## src/ufsr_pkg.sv

```systemverilog
// Shared constants and types of the UART FIFO and status register block.
// Assumes one 100 MHz clock and a byte-wide register port.
package ufsr_pkg;

    // ************************************************************
    // Register offsets
    // ************************************************************
    localparam logic [8:0] OFS_SPECIAL_FUNC   = 9'h007;
    localparam logic [8:0] OFS_RX_LS_COUNT    = 9'h015;
    localparam logic [8:0] OFS_TX_SC          = 9'h016;
    localparam logic [8:0] OFS_GLOBAL_STATUS  = 9'h017;
    localparam logic [8:0] OFS_IRQ_STATUS     = 9'h018;
    localparam logic [8:0] OFS_IRQ_MASK       = 9'h019;
    localparam logic [8:0] OFS_RX_WIN_LO      = 9'h100;
    localparam logic [8:0] OFS_RX_WIN_HI      = 9'h17F;
    localparam logic [8:0] OFS_LS_WIN_LO      = 9'h180;
    localparam logic [8:0] OFS_LS_WIN_HI      = 9'h1FF;

    // ************************************************************
    // Field positions
    // ************************************************************
    localparam int SEL_RX_COUNT_BIT = 6;
    localparam int SEL_TX_COUNT_BIT = 7;
    localparam int GLS_RX_AVAIL     = 0;
    localparam int GLS_OVERRUN      = 1;
    localparam int GLS_PARITY       = 2;
    localparam int GLS_FRAME        = 3;
    localparam int GLS_BREAK        = 4;
    localparam int GLS_THR_EMPTY    = 5;
    localparam int GLS_TSR_EMPTY    = 6;
    localparam int GLS_RX_ERROR     = 7;
    localparam int IRQ_RX_ARRIVED   = 0;
    localparam int IRQ_OVERRUN      = 1;
    localparam int IRQ_RX_BAD_BYTE  = 2;
    localparam int IRQ_TX_DRAINED   = 3;
    localparam int IRQ_TX_DROPPED   = 4;
    localparam int IRQ_BITS         = 5;

    // ************************************************************
    // Sizes, reset values and sample clock coding
    // ************************************************************
    localparam int         FIFO_DEPTH   = 128;
    localparam int         PTR_W        = 7;
    localparam logic [7:0] COUNT_RESET  = 8'h00;
    localparam logic [7:0] COUNT_FULL   = 8'h80;
    localparam logic [7:0] BYTE_RESET   = 8'h00;
    localparam logic [3:0] SC_RESET     = 4'h0;
    localparam logic [3:0] SC_CODE_MAX  = 4'hC;
    localparam logic [4:0] SC_AT_ZERO   = 5'h10;
    localparam logic [4:0] SC_LEAST     = 5'h04;

    // Error flags carried beside each received byte
    typedef struct packed {
        logic brk;
        logic frame;
        logic parity;
    } ufsr_rx_err_t;

    typedef struct packed {
        ufsr_rx_err_t err;
        logic [7:0]   data;
    } ufsr_rx_entry_t;

endpackage : ufsr_pkg

```

## src/ufsr_regs.sv

```systemverilog
// UART FIFO counters, sample clock, global line status and FIFO windows.
// Assumes the receiver pushes bytes and the transmitter pops bytes on
// ref_clk_i; the register port is driven synchronously on the same clock.
//
// How it works
// 15h reads rx count if select bit6
// Rx FIFO fill count, read-only, resets zero
// Line-status FIFO count, read-only, resets zero
// 16h is tx count if select bit7
// Tx FIFO fill count, read-only, resets zero
// Sample code 0..12 gives 16 down to 4
// Status bit0: receive FIFO not empty
// Status bit1: receive overrun occurred
// Status bits2-4: parity, framing, break
// Status bit5: transmit holding register empty
// Status bit6: transmit shift register empty
// Status bit7: any receive FIFO error
// Reads 100h-17Fh return receive data
// Writes 100h-17Fh push transmit FIFO
// Reads 180h-1FFh return line-status entry
// Rx window read pops; tx write counts
`timescale 1ns/1ps

module ufsr_regs (
    input  wire logic                     ref_clk_i,
    input  wire logic                     rst_n_i,
    // Register port
    input  wire logic [8:0]               reg_addr_i,
    input  wire logic [7:0]               reg_wdata_i,
    input  wire logic                     reg_wr_i,
    input  wire logic                     reg_rd_i,
    output logic      [7:0]               reg_rdata_o,
    // Receiver side
    input  wire logic                     rx_push_i,
    input  wire ufsr_pkg::ufsr_rx_entry_t rx_entry_i,
    // Transmitter side
    input  wire logic                     tx_pop_i,
    output logic                          tx_valid_o,
    output logic      [7:0]               tx_data_o,
    input  wire logic                     tx_shift_empty_i,
    // Baud generator and interrupt
    output logic      [4:0]               sample_clock_divisor_value_o,
    output logic                          irq_o
);

    localparam int PTR_W_L = ufsr_pkg::PTR_W;

    // ************************************************************
    // Functions
    // ************************************************************
    function automatic logic in_range(input logic [8:0] a,
                                      input logic [8:0] lo,
                                      input logic [8:0] hi);
        in_range = (a >= lo) && (a <= hi);
    endfunction : in_range

    function automatic logic [PTR_W_L-1:0] ptr_inc(
        input logic [PTR_W_L-1:0] p);
        ptr_inc = p + 1'b1;
    endfunction : ptr_inc

    // Reserved codes clamp to 4 samples
    function automatic logic [4:0] sc_value(input logic [3:0] code);
        if (code > ufsr_pkg::SC_CODE_MAX) begin
            sc_value = ufsr_pkg::SC_LEAST;
        end else begin
            sc_value = ufsr_pkg::SC_AT_ZERO - {1'b0, code};
        end
    endfunction : sc_value
    // ************************************************************
    // Storage
    // ************************************************************
    ufsr_pkg::ufsr_rx_entry_t rx_mem [ufsr_pkg::FIFO_DEPTH];
    logic [7:0]               tx_mem [ufsr_pkg::FIFO_DEPTH];

    logic [PTR_W_L-1:0] rx_wr_ptr_reg;
    logic [PTR_W_L-1:0] rx_rd_ptr_reg;
    logic [7:0]         rx_count_reg;
    logic [7:0]         ls_count_reg;
    logic [7:0]         err_count_reg;
    logic [PTR_W_L-1:0] tx_wr_ptr_reg;
    logic [PTR_W_L-1:0] tx_rd_ptr_reg;
    logic [7:0]         tx_count_reg;
    logic [7:0]         select_reg;
    logic [3:0]         sc_code_reg;
    logic               overrun_reg;
    logic               thr_empty_reg;
    logic               tsr_empty_reg;
    logic [ufsr_pkg::IRQ_BITS-1:0] irq_status_reg;
    logic [ufsr_pkg::IRQ_BITS-1:0] irq_status_next;
    logic [ufsr_pkg::IRQ_BITS-1:0] irq_mask_reg;
    logic [7:0]         rdata_reg;
    logic [7:0]         rdata_next;

    // ************************************************************
    // Address decode
    // ************************************************************
    wire logic hit_select  = (reg_addr_i == ufsr_pkg::OFS_SPECIAL_FUNC);
    wire logic hit_rx_ls   = (reg_addr_i == ufsr_pkg::OFS_RX_LS_COUNT);
    wire logic hit_tx_sc   = (reg_addr_i == ufsr_pkg::OFS_TX_SC);
    wire logic hit_gls     = (reg_addr_i == ufsr_pkg::OFS_GLOBAL_STATUS);
    wire logic hit_ist     = (reg_addr_i == ufsr_pkg::OFS_IRQ_STATUS);
    wire logic hit_imask   = (reg_addr_i == ufsr_pkg::OFS_IRQ_MASK);
    wire logic hit_data    = in_range(reg_addr_i, ufsr_pkg::OFS_RX_WIN_LO,
                                      ufsr_pkg::OFS_RX_WIN_HI);
    wire logic hit_ls      = in_range(reg_addr_i, ufsr_pkg::OFS_LS_WIN_LO,
                                      ufsr_pkg::OFS_LS_WIN_HI);

    wire logic sel_rx_cnt  = select_reg[ufsr_pkg::SEL_RX_COUNT_BIT];
    wire logic sel_tx_cnt  = select_reg[ufsr_pkg::SEL_TX_COUNT_BIT];

    // ************************************************************
    // FIFO control
    // ************************************************************
    wire logic rx_empty    = (rx_count_reg == ufsr_pkg::COUNT_RESET);
    wire logic rx_full     = (rx_count_reg == ufsr_pkg::COUNT_FULL);
    wire logic tx_empty    = (tx_count_reg == ufsr_pkg::COUNT_RESET);
    wire logic tx_full     = (tx_count_reg == ufsr_pkg::COUNT_FULL);

    // Rx window read with data pops
    wire logic rx_pop      = reg_rd_i && hit_data && !rx_empty;
    // Push into full FIFO is lost unless a window read pops in the same cycle
    wire logic rx_take     = rx_push_i && (!rx_full || rx_pop);
    wire logic rx_lost     = rx_push_i && !rx_take;
    wire logic in_bad      = |rx_entry_i.err;

    wire ufsr_pkg::ufsr_rx_entry_t rx_head = rx_mem[rx_rd_ptr_reg];
    wire logic head_bad    = !rx_empty && (|rx_head.err);

    wire logic tx_write    = reg_wr_i && hit_data;
    wire logic tx_do_pop   = tx_pop_i && !tx_empty;
    wire logic tx_take     = tx_write && (!tx_full || tx_do_pop);
    wire logic tx_dropped  = tx_write && !tx_take;

    // ************************************************************
    // Status assembly
    // ************************************************************
    wire logic [7:0] ls_entry_byte = {3'b000, rx_head.err.brk,
                                      rx_head.err.frame,
                                      rx_head.err.parity, 2'b00};
    wire logic [7:0] line_status_entry =
        rx_empty ? ufsr_pkg::BYTE_RESET : ls_entry_byte;

    wire logic [7:0] global_status = {
        (err_count_reg != ufsr_pkg::COUNT_RESET),
        tsr_empty_reg,
        thr_empty_reg,
        head_bad && rx_head.err.brk,
        head_bad && rx_head.err.frame,
        head_bad && rx_head.err.parity,
        overrun_reg,
        !rx_empty
    };

    wire logic [7:0] rx_ls_view =
        sel_rx_cnt ? rx_count_reg : ls_count_reg;
    wire logic [7:0] tx_sc_view =
        sel_tx_cnt ? tx_count_reg
                   : {4'h0, sc_code_reg};

    // ************************************************************
    // Read data mux, answered one cycle after the strobe
    // ************************************************************
    always_comb begin
        rdata_next = ufsr_pkg::BYTE_RESET;
        if (!reg_rd_i) begin
            rdata_next = ufsr_pkg::BYTE_RESET;
        end else if (hit_select) begin
            rdata_next = select_reg;
        end else if (hit_rx_ls) begin
            rdata_next = rx_ls_view;
        end else if (hit_tx_sc) begin
            rdata_next = tx_sc_view;
        end else if (hit_gls) begin
            rdata_next = global_status;
        end else if (hit_ist) begin
            rdata_next = {3'b000, irq_status_reg};
        end else if (hit_imask) begin
            rdata_next = {3'b000, irq_mask_reg};
        end else if (hit_data) begin
            rdata_next = rx_empty ? ufsr_pkg::BYTE_RESET
                                  : rx_head.data;
        end else if (hit_ls) begin
            rdata_next = line_status_entry;
        end
    end

    // ************************************************************
    // Interrupt status: set wins over write-one-clear
    // ************************************************************
    wire logic [ufsr_pkg::IRQ_BITS-1:0] irq_events = {
        tx_dropped,
        tx_do_pop && (tx_count_reg == 8'h01) && !tx_take,
        rx_take && in_bad,
        rx_lost,
        rx_take
    };
    wire logic [ufsr_pkg::IRQ_BITS-1:0] irq_clear =
        (reg_wr_i && hit_ist) ? reg_wdata_i[ufsr_pkg::IRQ_BITS-1:0]
                              : '0;

    always_comb begin
        irq_status_next = (irq_status_reg & ~irq_clear) | irq_events;
    end

    assign irq_o = |(irq_status_reg & irq_mask_reg);

    // ************************************************************
    // Receive FIFO
    // ************************************************************
    always_ff @(posedge ref_clk_i) begin
        if (rx_take) begin
            rx_mem[rx_wr_ptr_reg] <= rx_entry_i;
        end
    end

    always_ff @(posedge ref_clk_i or negedge rst_n_i) begin
        if (!rst_n_i) begin
            rx_wr_ptr_reg <= '0;
            rx_rd_ptr_reg <= '0;
        end else begin
            if (rx_take) begin
                rx_wr_ptr_reg <= ptr_inc(rx_wr_ptr_reg);
            end
            if (rx_pop) begin
                rx_rd_ptr_reg <= ptr_inc(rx_rd_ptr_reg);
            end
        end
    end

    // Entries travel together, so both counts match
    always_ff @(posedge ref_clk_i or negedge rst_n_i) begin
        if (!rst_n_i) begin
            rx_count_reg <= ufsr_pkg::COUNT_RESET;
            ls_count_reg <= ufsr_pkg::COUNT_RESET;
        end else if (rx_take && !rx_pop) begin
            rx_count_reg <= rx_count_reg + 8'h01;
            ls_count_reg <= ls_count_reg + 8'h01;
        end else if (rx_pop && !rx_take) begin
            rx_count_reg <= rx_count_reg - 8'h01;
            ls_count_reg <= ls_count_reg - 8'h01;
        end
    end

    // Error entries still in the FIFO
    always_ff @(posedge ref_clk_i or negedge rst_n_i) begin
        if (!rst_n_i) begin
            err_count_reg <= ufsr_pkg::COUNT_RESET;
        end else begin
            case ({rx_take && in_bad, rx_pop && head_bad})
                2'b10:   err_count_reg <= err_count_reg + 8'h01;
                2'b01:   err_count_reg <= err_count_reg - 8'h01;
                default: err_count_reg <= err_count_reg;
            endcase
        end
    end

    // Overrun clears on status read; a new loss wins
    always_ff @(posedge ref_clk_i or negedge rst_n_i) begin
        if (!rst_n_i) begin
            overrun_reg <= 1'b0;
        end else if (rx_lost) begin
            overrun_reg <= 1'b1;
        end else if (reg_rd_i && hit_gls) begin
            overrun_reg <= 1'b0;
        end
    end

    // ************************************************************
    // Transmit FIFO
    // ************************************************************
    always_ff @(posedge ref_clk_i) begin
        if (tx_take) begin
            tx_mem[tx_wr_ptr_reg] <= reg_wdata_i;
        end
    end

    always_ff @(posedge ref_clk_i or negedge rst_n_i) begin
        if (!rst_n_i) begin
            tx_wr_ptr_reg <= '0;
            tx_rd_ptr_reg <= '0;
        end else begin
            if (tx_take) begin
                tx_wr_ptr_reg <= ptr_inc(tx_wr_ptr_reg);
            end
            if (tx_do_pop) begin
                tx_rd_ptr_reg <= ptr_inc(tx_rd_ptr_reg);
            end
        end
    end

    always_ff @(posedge ref_clk_i or negedge rst_n_i) begin
        if (!rst_n_i) begin
            tx_count_reg <= ufsr_pkg::COUNT_RESET;
        end else if (tx_take && !tx_do_pop) begin
            tx_count_reg <= tx_count_reg + 8'h01;
        end else if (tx_do_pop && !tx_take) begin
            tx_count_reg <= tx_count_reg - 8'h01;
        end
    end

    assign tx_valid_o = !tx_empty;
    assign tx_data_o  = tx_mem[tx_rd_ptr_reg];

    // Empty flags read zero out of reset
    always_ff @(posedge ref_clk_i or negedge rst_n_i) begin
        if (!rst_n_i) begin
            thr_empty_reg <= 1'b0;
            tsr_empty_reg <= 1'b0;
        end else begin
            thr_empty_reg <= tx_empty;
            tsr_empty_reg <= tx_shift_empty_i;
        end
    end

    // ************************************************************
    // Software registers
    // ************************************************************
    always_ff @(posedge ref_clk_i or negedge rst_n_i) begin
        if (!rst_n_i) begin
            select_reg   <= ufsr_pkg::BYTE_RESET;
            sc_code_reg  <= ufsr_pkg::SC_RESET;
            irq_mask_reg <= '0;
        end else if (reg_wr_i) begin
            if (hit_select) begin
                select_reg <= reg_wdata_i;
            end else if (hit_tx_sc && !sel_tx_cnt) begin
                sc_code_reg <= reg_wdata_i[3:0];
            end else if (hit_imask) begin
                irq_mask_reg <= reg_wdata_i[ufsr_pkg::IRQ_BITS-1:0];
            end
        end
    end

    always_ff @(posedge ref_clk_i or negedge rst_n_i) begin
        if (!rst_n_i) begin
            irq_status_reg <= '0;
            rdata_reg      <= ufsr_pkg::BYTE_RESET;
        end else begin
            irq_status_reg <= irq_status_next;
            rdata_reg      <= rdata_next;
        end
    end

    assign reg_rdata_o = rdata_reg;
    assign sample_clock_divisor_value_o = sc_value(sc_code_reg);

endmodule : ufsr_regs

```

## config.mk

```make
export PLATFORM = sky130hd
export DESIGN_NAME = ufsr_regs
export DESIGN_NICKNAME = d
export VERILOG_FILES = /design/src/ufsr_pkg.sv /design/src/ufsr_regs.sv
export SDC_FILE = /design/constraint.sdc
export NUM_CORES = 2
export LEC_CHECK = 0
export BUFFER_PORTS_ARGS = -buffer_cell sky130_fd_sc_hd__buf_2
export CORE_MARGIN = 2
export CORE_UTILIZATION = 45
export CTS_CLUSTER_SIZE = 16
export DETAILED_ROUTE_END_ITERATION = 10
export GPL_TIMING_DRIVEN = 0
export PLACE_DENSITY = 0.58
export SYNTH_ARGS = -nofsm -noshare
export SYNTH_HDL_FRONTEND = slang
export SYNTH_SLANG_ARGS = --single-unit
```

## constraint.sdc

```tcl
create_clock -name ref_clk_i -period 11.9 [get_ports ref_clk_i]
set_input_delay 1.785 -clock ref_clk_i [delete_from_list [all_inputs] [get_ports ref_clk_i]]
set_output_delay 1.785 -clock ref_clk_i [all_outputs]
set_load 0.02 [all_outputs]
```

==> run_results.csv <==
group,metric,value,unit
power_and_ir_drop,p_per_area,239.5,mW/mm^2
place,dp_hpwl,198800,microns
clock_network,hold_buffers,0,
finish,seqCellArea,0.07536,sq mm
setup_path,cp_cell_sequence,"clkbuf_1 -> clkbuf_1 -> nor2_1 -> clkbuf_1 -> clkbuf_1 -> a211oi_1 -> nor3_1 -> o22ai_1 -> a31oi_1 -> ha_1 -> clkbuf_1 -> xor2_1 -> ha_1 -> nand2_1 -> o21ai_0 -> a22o_1 -> o31ai_1 -> a22oi_1 -> nor2_1 -> xor2_1",
global_route,use_met1,35.64,%
global_route,grt_busiest_layer,"met2",
global_route,grt_use_met2,43.33,%
worst_hold_path,hold_path.startpoint,"err_count_reg[7]",
setup_path,endpoint_kind,"register",
timing,finClkSkew,42.49,ps
timing,fin_crit_sh,71.33,%
finish,area_growth,13.29,%
timing,finalCriticalPeriod,8488,ps
timing,finalSetupTns,0,ps
timing,maxSlewViolCount,32,
setup_path,cp.required,12690,ps
outcome,status,"finished, violations left",
clock_network,postCtsResizedCells,0,
timing,tightestPinTransition,1587,ps
place,gp_congestion,1.008,
synth,synthArstFlopShare,3.683,%
detailed_routing,drtPass1Iterations,8,
finish,largest_reg_flops,1408,
power_and_ir_drop,peakVddDrop,0.1641,mV
finish,post-route-util,51.21,%
setup_path,critical_path_class,"reg2reg",
global_route,grtUsageMet3,6.657,%
outcome,violations,"capacitance limit, slew limit",
clock_network,cts_setup_buffers,0,
setup_path,arrival,9270,ps
detailed_routing,drcViolationCount,0,
floorplanning,core,0.2193,sq mm
setup_path,cp_common_cell,"clkbuf_1",
global_route,antenna_found_initial,9,
setup_path,cp_slowest_cell,"clkbuf_1",
floorplanning,rows,172,
clock_network,cts_tree,"yes",
finish,regMostFlops,"rx_mem",
synth,synth_warnings,0,
clock_network,worstSkewPairLatency,940,ps
synth,syn_inst,4656,
timing,setup_viol,0,
synth,synth_cell_types,66,
synth,syn-num-nets,4718,
timing,fmax,117.8,MHz
floorplanning,initial_core_util,45.20,%
synth,synthFlopType,"edfxtp_1",
power_and_ir_drop,p_leak,35.24,nW
floorplanning,io_pins,58,
timing,whs,479.0,ps
detailed_routing,via_per_inst,6.323,
detailed_routing,wl,307600,microns
setup_path,slowest_delay,1150,ps
global_route,grtUsageTotal,27.45,%
synth,synth_area,0.09912,sq mm
detailed_routing,drtIter0Drc,7082,
clock_network,clockBufferDepth,4,
floorplanning,dieArea,0.2240,sq mm
setup_path,startpoint,"rx_rd_ptr_reg[3]",
floorplanning,die_w,473.3,microns
setup_path,path_max_fanout,10,
clock_network,cts-root-buf,"clkbuf_16",
global_route,grt_pass1_wl,417300,microns
finish,multiInputGateArea,0.02255,sq mm
finish,drive_above_1_share,25.35,%
global_route,overflow,0,
clock_network,path_clk_slew,60,ps
job,max_cap_violations,5,
finish,nets,5089,
setup_path,setup.worst_path.start_class,"register",
detailed_routing,ant_nets,0,
finish,reg.largest.list,"rx_mem (1408), tx_mem (1024)",
setup_path,critPathTopFamily,"buffers and inverters",
global_route,grt_pass1_vias,49880,
setup_path,timing.rr.start,"rx_rd_ptr_reg[3]",
floorplanning,die_y,473.3,microns
setup_path,critPathBufInv,5,
timing,rsz0062_at_grt,"no",
clock_network,clock_sinks,2525,
finish,n_fill_cell,17340,
clock_network,cts_buffers,274,
detailed_routing,wl_per_cell,38.10,microns
synth,synth_edf_count,2432,
global_route,grt_max_degree,100,
timing,hold_viol,0,
detailed_routing,num_vias,51060,
synth,synth_area_per_cell,21.29,sq um
synth,synth_seq_area_share,76.02,%
worst_hold_path,hold_path.class,"reg2reg",
clock_network,cts-htree-levels,5,
timing,relSlewSlack,-5.833,%
place,port_buffers,55,
synth,synth-seq-cells,2525,
## metrics by stage
stage	area, sq um	total power, mW	instances	worst slack, ps
after CTS	112200	26.83	8068	3904
after floorplan	99120	14.81	4656	6487
after global placement	103000	18.70	7582	3173
final	112300	26.89	8075	3412
after global routing	112300	27.37	8074	3484
after detailed placement	103900	18.75	7616	3925
## Yosys cell counts, types with 9 or more instances
master / count / area share [%]
mux2_2: 41 / 0.47
a22o_1: 10 / 0.088
a21oi_1: 49 / 0.25
o211ai_1: 9 / 0.068
a22oi_1: 30 / 0.23
clkbuf_1: 117 / 0.44
nor3_1: 25 / 0.13
nand4_1: 15 / 0.095
edfxtp_1: 2432 / 74
nand2b_1: 9 / 0.057
buf_4: 18 / 0.14
nor2b_1: 25 / 0.16
buf_1: 27 / 0.10
xor2_1: 21 / 0.19
xnor2_1: 37 / 0.33
ha_1: 25 / 0.32
a21o_1: 9 / 0.068
nand3_1: 45 / 0.23
and3_1: 11 / 0.069
nor2_1: 303 / 1.1
nand2_1: 142 / 0.54
inv_1: 28 / 0.11
buf_2: 90 / 0.45
o22ai_1: 25 / 0.16
o221ai_1: 17 / 0.15
dfrtp_1: 93 / 2.3
o21ai_0: 47 / 0.24
a221oi_1: 13 / 0.11
mux4_2: 668 / 15
and2_1: 12 / 0.076
a211oi_1: 25 / 0.19
mux2i_1: 131 / 1.3
## per-layer routing
metal	share of wire [%]	wire [microns]	vias to the layer above
met2	47	145000	2789
li1	-	-	20140
met1	38	116000	27340
met5	0.019	59	-
met4	6.1	18850	10
met3	9.0	27710	785
## kinds of logic after synthesis
family / after synthesis / share of synthesized area, %
AO/OA/AOI/OAI: 290 / 2.025
XOR/XNOR: 58 / 0.5125
adder cells (fa/ha/maj): 27 / 0.3560
buffers and inverters: 286 / 1.296
flip-flops: 2525 / 76.02
multiplexers: 840 / 16.97
AND/OR/NAND/NOR: 630 / 2.821
## cell usage in the layout (no fill, tap or decap), types with 47 or more instances in the layout
| cell type | synthesis | final |
|---|---|---|
| clkbuf_1 | 117 | 160 |
| clkbuf_16 | 0 | 283 |
| o21ai_0 | 47 | 47 |
| mux4_2 | 668 | 668 |
| buf_2 | 90 | 133 |
| nand2_1 | 142 | 142 |
| nor2_1 | 303 | 278 |
| dfrtp_1 | 93 | 93 |
| clkinv_1 | 1 | 50 |
| a21oi_1 | 49 | 49 |
| mux2i_1 | 131 | 131 |
| edfxtp_1 | 2432 | 2432 |
## worst paths after layout
path	to	slack, ps	cells after the start
max reg2reg	err_count_reg[6]	3410	20
min in group asynchronous	tx_wr_ptr_reg[3]	890	1
min	err_count_reg[7]	480	1
max in group asynchronous	rx_wr_ptr_reg[4]	10250	2
min reg2reg	err_count_reg[7]	480	1
max	err_count_reg[6]	3410	20
## cell type report
class / instances / share of cell area, %
clock inverters: 112 / 0.9148
repair buffers: 95 / 0.9861
clock buffers: 340 / 6.542
diodes: 1 / 0.002228
plain buffers: 257 / 1.066
flip-flops and latches: 2525 / 67.11
multi-input cells: 1845 / 20.09
well taps: 2871 / 3.199
inverters: 29 / 0.09694
## power breakdown
group | internal, mW | switching, mW | total (mW)
clock network | 4.78 | 3.40 | 8.19
logic | 3.04 | 5.57 | 8.61
registers | 9.96 | 0.134 | 10.1
Note: power is estimated with default switching activity, not from simulation.
